`config.mk`:
```
export PLATFORM = sky130hd
export DESIGN_NAME = rscc_ctrl
export DESIGN_NICKNAME = d
export VERILOG_FILES = /design/src/rscc_pkg.sv /design/src/rscc_expiry.sv /design/src/rscc_ctrl.sv
export VERILOG_INCLUDE_DIRS = /design/src
export SDC_FILE = /design/constraint.sdc
export NUM_CORES = 1
export LEC_CHECK = 0
export BUFFER_PORTS_ARGS = -buffer_cell sky130_fd_sc_hd__buf_2
export CAP_MARGIN = 0
export CORE_ASPECT_RATIO = 1.1
export CORE_MARGIN = 2
export CORE_UTILIZATION = 55
export CTS_BUF_LIST = sky130_fd_sc_hd__clkbuf_16
export CTS_CLUSTER_DIAMETER = 120
export DETAILED_ROUTE_END_ITERATION = 10
export PLACE_DENSITY = 0.74
export SLEW_MARGIN = 20
export SYNTH_ARGS = -nofsm -noshare
export SYNTH_HDL_FRONTEND = slang
export SYNTH_HIERARCHICAL = 1
export SYNTH_SLANG_ARGS = --single-unit
export TNS_END_PERCENT = 10
```
`constraint.sdc`:
```
create_clock -name clk -period 3.79 [get_ports clk]
set_clock_uncertainty 0.1 [all_clocks]
set_input_delay 0.379 -clock clk [delete_from_list [all_inputs] [get_ports clk]]
set_output_delay 0.379 -clock clk [all_outputs]
set_load 0.03 [all_outputs]
```
`src/rscc_params.svh`:
```
// offsets, field positions, reset values and counts for the radio
// state control block; included by the control state machine file only
`ifndef RSCC_PARAMS_SVH
`define RSCC_PARAMS_SVH

// register offsets on the configuration port
`define RSCC_ADDR_CHAN_PKT   6'h16
`define RSCC_ADDR_CAL_PWR    6'h17

// channel_and_packet_end_control field positions
`define RSCC_CCA_LSB         4
`define RSCC_RXOFF_LSB       2
`define RSCC_TXOFF_LSB       0
// calibration_and_powerup_control field positions
`define RSCC_AUTOCAL_LSB     4
`define RSCC_PO_LSB          2

// reset values of the six stored bits of each register
`define RSCC_CHAN_PKT_RST    6'h30
`define RSCC_CAL_PWR_RST     6'h04

// expiry counts selected by the power-up field
`define RSCC_PO_EXP_0        9'h001
`define RSCC_PO_EXP_1        9'h010
`define RSCC_PO_EXP_2        9'h040
`define RSCC_PO_EXP_3        9'h100

// six-bit synchronous expiry counter width and calibration length in clk cycles
`define RSCC_EXPIRY_BITS     6
`define RSCC_CAL_CYCLES      16

`endif

```
`src/rscc_pkg.sv`:
```
// types shared by the radio state control block
// does not include rscc_params.svh and needs nothing from it
package rscc_pkg;

  // one-hot radio states
  typedef enum logic [4:0] {
    st_idle = 5'h01,
    st_cal  = 5'h02,
    st_rx   = 5'h04,
    st_tx   = 5'h08,
    st_fstx = 5'h10
  } rscc_state_type;

  // one-cycle command strobes from the host command decoder
  typedef struct packed {
    logic go_rx;
    logic go_tx;
    logic go_fstx;
    logic go_idle;
    logic synth_calibrate_strobe;
  } rscc_cmd_type;

  // status from modem and packet handler, same clock
  typedef struct packed {
    logic rx_done;
    logic tx_done;
    logic rssi_below;
    logic rx_busy;
  } rscc_modem_type;

endpackage

```
`src/rscc_expiry.sv`:
```
// six-bit expiry counter for the power-up timeout
// assumes run is a same-clock level; counter clears while run is low
`timescale 1ns/1ps
module rscc_expiry #(
  parameter int WIDTH = 6
) (
  input  wire logic clk,
  input  wire logic rst_n,
  input  wire logic run,
  output logic      expire
);
  logic [WIDTH-1:0] cnt;
  logic [WIDTH-1:0] next_cnt;
  logic             next_expire;

  // count while running, pulse on wrap
  always_comb begin
    next_cnt    = run ? cnt + 1'b1 : '0;
    next_expire = run && (&cnt);
  end

  always_ff @(posedge clk or negedge rst_n) begin
    if (!rst_n) begin
      cnt    <= '0;
      expire <= 1'b0;
    end else begin
      cnt    <= next_cnt;
      expire <= next_expire;
    end
  end
endmodule

```
`src/rscc_ctrl.sv`:
```
// radio main control state machine with its two configuration registers
// assumes one-cycle host strobes and same-clock modem status
// How it works
// - clear_channel_flag per select: always, rssi low, not receiving, both.
// - after a received packet the next state is idle, fstx, tx or stay in rx.
// - after a sent packet the next state is idle, fstx, stay in tx, or rx.
// - with autocal 00 calibration runs only on the manual calibrate strobe.
// - with autocal 01 every idle to rx, tx or fstx passes through calibration.
// - with autocal 10 every return from rx or tx to idle calibrates.
// - with autocal 11 only every fourth return to idle calibrates.
// - chip_ready_n stays high until the expiry count after crystal stable.
// - power-up settings 0..3 need 1, 16, 64 and 256 expiries.
// - crystal_stable rises in the cycle chip_ready_n falls.
`timescale 1ns/1ps
`include "rscc_params.svh"
module rscc_ctrl import rscc_pkg::*; #(
  parameter int EXP_WIDTH  = `RSCC_EXPIRY_BITS,
  parameter int CAL_CYCLES = `RSCC_CAL_CYCLES
) (
  input  wire logic           clk,
  input  wire logic           rst_n,
  input  wire logic [5:0]     reg_addr,
  input  wire logic           reg_wr,
  input  wire logic [7:0]     reg_wdata,
  output logic      [7:0]     reg_rdata,
  input  wire rscc_cmd_type   cmd,
  input  wire rscc_modem_type modem,
  input  wire logic           crystal_oscillator_ok,
  output logic                chip_ready_n,
  output logic                crystal_stable,
  output logic                clear_channel_flag,
  output rscc_state_type      radio_state
);
  logic [5:0]     chan_pkt, next_chan_pkt;
  logic [5:0]     cal_pwr, next_cal_pwr;
  logic [7:0]     next_rdata;
  logic [1:0]     clear_channel_select, after_receive_next_state;
  logic [1:0]     after_transmit_next_state, synth_autocal_policy;
  logic [1:0]     powerup_expiry_select;
  logic           next_cca;

  assign clear_channel_select      = chan_pkt[`RSCC_CCA_LSB +: 2];
  assign after_receive_next_state  = chan_pkt[`RSCC_RXOFF_LSB +: 2];
  assign after_transmit_next_state = chan_pkt[`RSCC_TXOFF_LSB +: 2];
  assign synth_autocal_policy      = cal_pwr[`RSCC_AUTOCAL_LSB +: 2];
  assign powerup_expiry_select     = cal_pwr[`RSCC_PO_LSB +: 2];

  // register writes, read mux and clear channel indication
  always_comb begin
    next_chan_pkt = chan_pkt;
    next_cal_pwr  = cal_pwr;
    if (reg_wr && reg_addr == `RSCC_ADDR_CHAN_PKT)
      next_chan_pkt = reg_wdata[5:0];
    if (reg_wr && reg_addr == `RSCC_ADDR_CAL_PWR)
      next_cal_pwr = reg_wdata[5:0];
    case (reg_addr)
      `RSCC_ADDR_CHAN_PKT: next_rdata = {2'h0, chan_pkt};
      `RSCC_ADDR_CAL_PWR:  next_rdata = {2'h0, cal_pwr};
      default:             next_rdata = 8'h00;
    endcase
    case (clear_channel_select)
      2'h0:    next_cca = 1'b1;
      2'h1:    next_cca = modem.rssi_below;
      2'h2:    next_cca = !modem.rx_busy;
      default: next_cca = modem.rssi_below && !modem.rx_busy;
    endcase
  end

  always_ff @(posedge clk or negedge rst_n) begin
    if (!rst_n) begin
      chan_pkt           <= `RSCC_CHAN_PKT_RST;
      cal_pwr            <= `RSCC_CAL_PWR_RST;
      reg_rdata          <= 8'h00;
      clear_channel_flag <= 1'b1;
    end else begin
      chan_pkt           <= next_chan_pkt;
      cal_pwr            <= next_cal_pwr;
      reg_rdata          <= next_rdata;
      clear_channel_flag <= next_cca;
    end
  end

  // crystal stable pin: three flops, change taken when last two agree
  logic xs1, xs2, xs3, xs_filt, next_xs_filt;
  logic [8:0] exp_cnt, next_exp_cnt, exp_target;
  logic       exp_pulse, next_ready_n;

  always_comb begin
    next_xs_filt = (xs2 == xs3) ? xs3 : xs_filt;
    case (powerup_expiry_select)
      2'h0:    exp_target = `RSCC_PO_EXP_0;
      2'h1:    exp_target = `RSCC_PO_EXP_1;
      2'h2:    exp_target = `RSCC_PO_EXP_2;
      default: exp_target = `RSCC_PO_EXP_3;
    endcase
    next_exp_cnt = exp_cnt;
    next_ready_n = chip_ready_n;
    if (!xs_filt) begin
      next_exp_cnt = 9'h000;
      next_ready_n = 1'b1;
    end else if (chip_ready_n && exp_pulse) begin
      next_exp_cnt = exp_cnt + 9'h001;
      if (exp_cnt + 9'h001 >= exp_target)
        next_ready_n = 1'b0;
    end
  end

  rscc_expiry #(.WIDTH(EXP_WIDTH)) u_expiry (
    .clk    (clk),
    .rst_n  (rst_n),
    .run    (xs_filt && chip_ready_n),
    .expire (exp_pulse)
  );

  always_ff @(posedge clk or negedge rst_n) begin
    if (!rst_n) begin
      xs1            <= 1'b0;
      xs2            <= 1'b0;
      xs3            <= 1'b0;
      xs_filt        <= 1'b0;
      exp_cnt        <= 9'h000;
      chip_ready_n   <= 1'b1;
      crystal_stable <= 1'b0;
    end else begin
      xs1            <= crystal_oscillator_ok;
      xs2            <= xs1;
      xs3            <= xs2;
      xs_filt        <= next_xs_filt;
      exp_cnt        <= next_exp_cnt;
      chip_ready_n   <= next_ready_n;
      crystal_stable <= !next_ready_n;
    end
  end

  // main state machine with calibration insertion
  rscc_state_type next_state, after_cal, next_after_cal, go_to;
  logic [1:0] ret_cnt, next_ret_cnt;
  logic [7:0] cal_timer, next_cal_timer;
  logic       to_idle;

  always_comb begin
    next_state     = radio_state;
    next_after_cal = after_cal;
    next_ret_cnt   = ret_cnt;
    next_cal_timer = 8'h00;
    to_idle        = 1'b0;
    go_to          = st_idle;
    case (radio_state)
      st_idle: begin
        if (cmd.go_rx)        go_to = st_rx;
        else if (cmd.go_tx)   go_to = st_tx;
        else if (cmd.go_fstx) go_to = st_fstx;
        if (chip_ready_n) begin
          next_state = st_idle;
        end else if (cmd.synth_calibrate_strobe) begin
          next_state     = st_cal;
          next_after_cal = st_idle;
        end else if (go_to != st_idle) begin
          if (synth_autocal_policy == 2'h1) begin
            next_state     = st_cal;
            next_after_cal = go_to;
          end else begin
            next_state = go_to;
          end
        end
      end
      st_cal: begin
        next_cal_timer = cal_timer + 8'h01;
        if (cal_timer == 8'(CAL_CYCLES - 1))
          next_state = after_cal;
      end
      st_rx: begin
        if (cmd.go_idle) to_idle = 1'b1;
        else if (modem.rx_done) begin
          case (after_receive_next_state)
            2'h0:    to_idle = 1'b1;
            2'h1:    next_state = st_fstx;
            2'h2:    next_state = st_tx;
            default: next_state = st_rx;
          endcase
        end
      end
      st_tx: begin
        if (cmd.go_idle) to_idle = 1'b1;
        else if (modem.tx_done) begin
          case (after_transmit_next_state)
            2'h0:    to_idle = 1'b1;
            2'h1:    next_state = st_fstx;
            2'h2:    next_state = st_tx;
            default: next_state = st_rx;
          endcase
        end
      end
      st_fstx: begin
        if (cmd.go_idle)    next_state = st_idle;
        else if (cmd.go_tx) next_state = st_tx;
        else if (cmd.go_rx) next_state = st_rx;
      end
      default: next_state = st_idle;
    endcase
    // return to idle, calibrating per policy
    if (to_idle) begin
      next_state     = st_idle;
      next_after_cal = st_idle;
      if (synth_autocal_policy == 2'h2) begin
        next_state = st_cal;
      end else if (synth_autocal_policy == 2'h3) begin
        next_ret_cnt = ret_cnt + 2'h1;
        if (ret_cnt == 2'h3)
          next_state = st_cal;
      end
    end
  end

  always_ff @(posedge clk or negedge rst_n) begin
    if (!rst_n) begin
      radio_state <= st_idle;
      after_cal   <= st_idle;
      ret_cnt     <= 2'h0;
      cal_timer   <= 8'h00;
    end else begin
      radio_state <= next_state;
      after_cal   <= next_after_cal;
      ret_cnt     <= next_ret_cnt;
      cal_timer   <= next_cal_timer;
    end
  end
endmodule

```
# == Yosys cells after proc, flatten, opt, wreduce, memory -nomap -nowiden ==
# Cells that the tools add are included.
# word_totals
output_inout_bits,16
wordCells,121
memories,0
latchBits,0
ff_bits,63
inputBits,27
mem_bits_rw,0
rom_bits,0
# op_classes
order_cmp,1
n_addsub,4
n_eq_ne,33
bitwise_logic,1
multipliers,0
reduce_logical,19
shifts,0
n_div,0
n_mux,46
# ops
op,count
5-bit two-way mux,23
5-bit case mux with 3 select lines,2
9-bit case mux with 3 select lines,1
5-bit case mux with 5 select lines,1
3-bit inequality test (second input constant),7
9-bit two-way mux,2
2-bit == test (second input constant),7
6-bit by 5-bit == test with 1-bit output (second input constant),2
6-bit case mux with 2 select lines,1
2-bit by 1-bit == test with 1-bit output (second input constant),5
5-bit inequality test (second input constant),2
9-bit by 1-bit adder with 9-bit output (second input constant),1
9-bit >= comparator,1
1-bit two-way mux,9
9-bit AND reduction,1
8-bit by 1-bit adder with 8-bit output (second input constant),1
8-bit by 4-bit == test with 1-bit output (second input constant),1
2-bit logical NOT,4
8-bit two-way mux,1
6-bit by 1-bit adder with 6-bit output (second input constant),1
1-bit logical AND,6
2-bit two-way mux,3
6-bit two-way mux,1
6-bit AND reduction,1
17 further kinds,20

# == Logic depth before layout (Yosys ltp) ==
# depth
depth_word,10
ltp_mapped,11
depth_no_buf,10

# == Modules after synthesis ==
# Netlist, hierarchy kept.
# modules_own_cells
mod,n_inst,cells_each,seq_area_each_um2,area_each_um2
rscc_ctrl,1,280,1335.0,2866.5
rscc_expiry,1,25,175.2,295.3

# == Worst setup path before layout ==
# Ideal clock, no wire load.
# synth_timing
path_type,reg2reg
start,register exp_cnt[0]
end,register crystal_stable
stages_incl_launch_ff,12
setup_ns,0.146
synth_period_minus_slack_ns,2.766
slack_ns,1.024
path_buffers,1
required_ns,3.544
arrival_ns,2.520
path_cell_list,dfrtp_1 -> ha_1 -> nand3_1 -> or2_2 -> clkbuf_1 -> xnor2_1 -> ha_1 -> nand3_1 -> o21bai_1 -> o211a_1 -> a2111oi_2 -> o221ai_1
# synth_between
elab_chain_len,6
# synth_rtl
item,line,rtl
start: declaration,rscc_ctrl.sv:85,"logic [8:0] exp_cnt, next_exp_cnt, exp_target;"
start signal: assignment,rscc_ctrl.sv:129,exp_cnt <= next_exp_cnt;
9-bit by 1-bit adder with 9-bit output,rscc_ctrl.sv:103,if (exp_cnt + 9'h001 >= exp_target)
9-bit >= comparator,rscc_ctrl.sv:103,
1-bit two-way mux,rscc_ctrl.sv:103,
1-bit two-way mux,rscc_ctrl.sv:101,end else if (chip_ready_n && exp_pulse) begin
1-bit two-way mux,rscc_ctrl.sv:98,if (!xs_filt) begin
1-bit logical NOT,rscc_ctrl.sv:131,crystal_stable <= !next_ready_n;
end signal: assignment,rscc_ctrl.sv:131,
end: declaration,rscc_ctrl.sv:30,"output logic crystal_stable,"
# No other way between the ends.
# A chain may end at the register's enable or synchronous reset.

# == Worst setup path in the final report ==
# Same ends and word-level chain as after synthesis.

==> summary.md <==
| Metric | Value |
|---|---|
| Status | `finished, violations left` |
| Failing checks | `negative hold slack` |
| Resized Gates After CTS | `0` |
| Sequential-to-total area share from yosys stat | `a little under half` |
| Number of global-route vias before repair | `~2,400` |
| Clk slew on worst S/H paths | `~0.050 ns` |
| CTS H-tree depth | `3` |
| Total track usage | `22.1%` |
| Fmax | `around 340 MHz` |
| R2R Setup Slk | `around 0.82 ns` |
| Cell Chain, Critical Path | `ha_1 -> nand3_1 -> or2_2 -> xnor2_1 -> ha_1 -> nand3_1 -> o21bai_1 -> o211a_1 -> a2111oi_2 -> o221ai_1` |
| First-pass GRT wire length | `roughly 11,000 microns` |
| CORE AREA | `5470 sq um` |
| Total power | `roughly 1.6 mW` |
| Slew Limit Fails | `0` |
| Final nets | `between 300 and 400` |
| Synthesized instance count | `about 310` |
| Die Ht | `about 84 microns` |
| Internal power | `1.20 mW` |
| Seq pwr share | `between 40% and 50%` |
| Most frequent cells in the layout | `53 x dfrtp_1, 38 x buf_2, 33 x nor2_1` |
| Biggest area consumer among synthesized cells | `dfrtp_1` |
| Die width | `76.3 microns` |
| Clk pwr share | `a little over two fifths` |
| Netlist cell types | `56` |
| Async SR Flop Fraction | `between 90% and 100%` |
| Pleak | `roughly 1.7 nW` |
| Cts hold-fix bufs | `0` |
| Power share of the combinational group | `a little under an eighth` |
| Final setup viols | `0` |
| Tightest Pin Transition | `~0.7 ns` |
| CTS tree | `yes` |
| CTS Buf Count | `9` |
| Clk buf depth | `2` |
| Sw Share | `25.8%` |
| Final hold violations | `4` |
| Overflow after GRT | `0` |
| Peak supply drop | `0.000292 V` |
| Fin cells | `428` |
| Num ports | `43` |
| Rows | `28` |
| Most common cell after layout, fill and taps aside | `dfrtp_1` |
| Synth Register Bits | `60` |
| Cell area after synthesis | `approximately 3200 sq um` |
| RSZ-0062 raised after global routing | `no` |
| N_diodes | `0` |
| Worst skew pair latency | `0.32 ns` |
| Drt wl/cell | `between 15 and 20 microns` |
| Arr. time, crit path | `3.05 ns` |
| RD Place Congestion | `approximately 0.87` |
| Via density | `about 5.6` |
| Die area | `~6400 sq um` |
| Largest net degree at the start of global routing | `32` |
| Synth top area share | `a little over two fifths` |
| Mean Syn Cell Area | `between 10 and 15 sq um` |
| CP Capture Type | `flip-flop` |
| Root buffer cell | `clkbuf_16` |
| Design area | `about 3700 sq um` |
| Worst endpoint required time | `3.87 ns` |
| IO buf count | `38` |
| Synth Flop Type | `dfrtp_1` |
| CP max-delay cell | `dfrtp_1` |
| Slew headroom | `around 54%` |
| Post-synth EDFFs | `0` |
| Detailed-route via count | `2,404` |
| Wirelength, routed | `6450 microns` |
| Clock Sinks | `60` |
| DR pass1 iterations | `4` |
| Final TNS setup | `0 ns` |
| P per Cell Area | `between 400 and 500 nW/um^2` |
| Switching power | `417 uW` |
| Fin crit period | `2.97 ns` |
| Drt drc | `0` |
| Antenna viol nets, final | `0` |
| Share of cells above drive strength 1 | `22.4%` |
| Dpl hpwl | `~4500 microns` |
| Synth warn | `6` |
| Hold WS | `-0.00388 ns` |
| Period utilisation layout | `approximately four fifths` |
| DP Cell Count | `a little over 400` |
| Placed instance area | `roughly 3400 sq um` |
| Max-Cap Viols | `0` |
| Layout area overhead | `16.2%` |
| Number of DRC markers in iteration 0 | `approximately 160` |
| Critical path type | `flip-flop to flip-flop` |
| Initial antenna violation count | `0` |
| CP Max Fanout | `6` |
| Starting Density | `57.9%` |
| Synth area leaders | `dfrtp_1 42%, dfstp_2 5.8%, ha_1 5.5%` |
| Post-CTS Setup Bufs | `0` |
| Hold Crit Class | `input port to asynchronous set/reset pin` |
| Startpoint Class | `flip-flop` |
| Critical path's largest stage delay | `0.45 ns` |
per-stage QoR:
step | utilization, % | hold WS (ns) | setup WS (ns)
finish | 67.2 | -0.00388 | 0.819
global route | 67.2 | 0.0492 | 0.600
CTS | 67.2 | 0.0104 | 0.824
detailed placement | 62.5 | 0.239 | 0.850
global placement | 62.5 | 0.236 | 0.913
floorplan | - | -0.0166 | 1.02
state kept, by name, indices dropped and copies added (netlist names), 2 cells and up:
name,cells
u_expiry/cnt,6
cal_timer,8
reg_rdata,6
exp_cnt,9
chan_pkt,6
radio_state,5
ret_cnt,2
cal_pwr,6
after_cal,4
metal layers:
layer,global-route usage [%],vias to the layer above,share of wire [%]
met1,27.1,1164,43
met5,0,-,0
li1,-,1177,-
met3,5.52,11,3.8
met2,36.4,52,51
met4,10.7,0,2.1
logic make-up (layout without fill, tap and decap cells):
group | after synthesis | in the layout | share of synthesized area, %
muxes | 19 | 19 | 6.53
and+or+nand+nor | 118 | 118 | 19.4
buffers and inverters | 20 | 67 | 2.65
other | 1 | 2 | 0.119
xor gates and xnor gates | 19 | 19 | 5.26
DFF | 60 | 60 | 47.8
adders and majority gates | 15 | 15 | 5.86
AOI/OAI and AO/OA | 53 | 53 | 12.4
critical path, delay by kind of cell (launching register included):
kind | cells | cell delay [ns]
and+or+nand+nor | 3 | 0.65
AOI/OAI and AO/OA | 4 | 0.88
xor gates and xnor gates | 1 | 0.14
DFF | 1 | 0.45
adders and majority gates | 2 | 0.60
power by group through the flow:
stage | clock [mW] | combinational [mW] | sequential [mW]
3_3_place_gp | 0 | 0.187 | 0.737
6_report | 0.694 | 0.193 | 0.729
4_1_cts | 0.707 | 0.194 | 0.729
5_1_grt | 0.738 | 0.217 | 0.736
3_5_place_dp | 0 | 0.192 | 0.738
2_1_floorplan | 0 | 0.122 | 0.740
path summary, 6_finish.rpt:
kind | endpoint | cells past startpoint | from
worst max-delay path | crystal_stable | 10 | exp_cnt[0]
worst min-delay path | cal_timer[6] | 1 | rst_n
worst max register to register | crystal_stable | 10 | exp_cnt[0]
worst min register to register | xs2 | 0 | xs1
max in group asynchronous | cal_pwr[2] | 2 | rst_n
min in group clk | xs1 | 1 | crystal_oscillator_ok
cell usage after synthesis (2+ instances only):
master and n:
xnor2_1 10, nand4_1 2, nor3_1 7, xor2_1 9, or4b_1 2, nor2_1 33
nand2_1 19, or3_2 2, nand3_2 2, a32oi_1 2, ha_1 14, mux2_2 13
buf_4 2, a21oi_1 11, clkbuf_1 5, and2_1 7, o21a_1 3, a22oi_1 3
mux2i_1 6, and3_1 4, inv_1 12, o211ai_1 2, a221oi_1 3, nand3_1 15
dfstp_2 7, a221o_1 2, or3_1 5, a21boi_0 2, nand2b_1 7, o31ai_1 2
nor2b_1 4, dfrtp_1 53, o21ai_0 12
final cells by class:
| class | count | area [sq um] |
|---|---|---|
| inverters | 12 | 45.0 |
| clock inverters | 7 | 30.0 |
| multi-input cells | 226 | 1570 |
| flip-flops and latches | 60 | 1510 |
| repair buffers | 39 | 198 |
| clock buffers | 9 | 225 |
| fillers | 426 | 1790 |
| well taps | 75 | 93.8 |
Power figures use the tool's default switching activity.
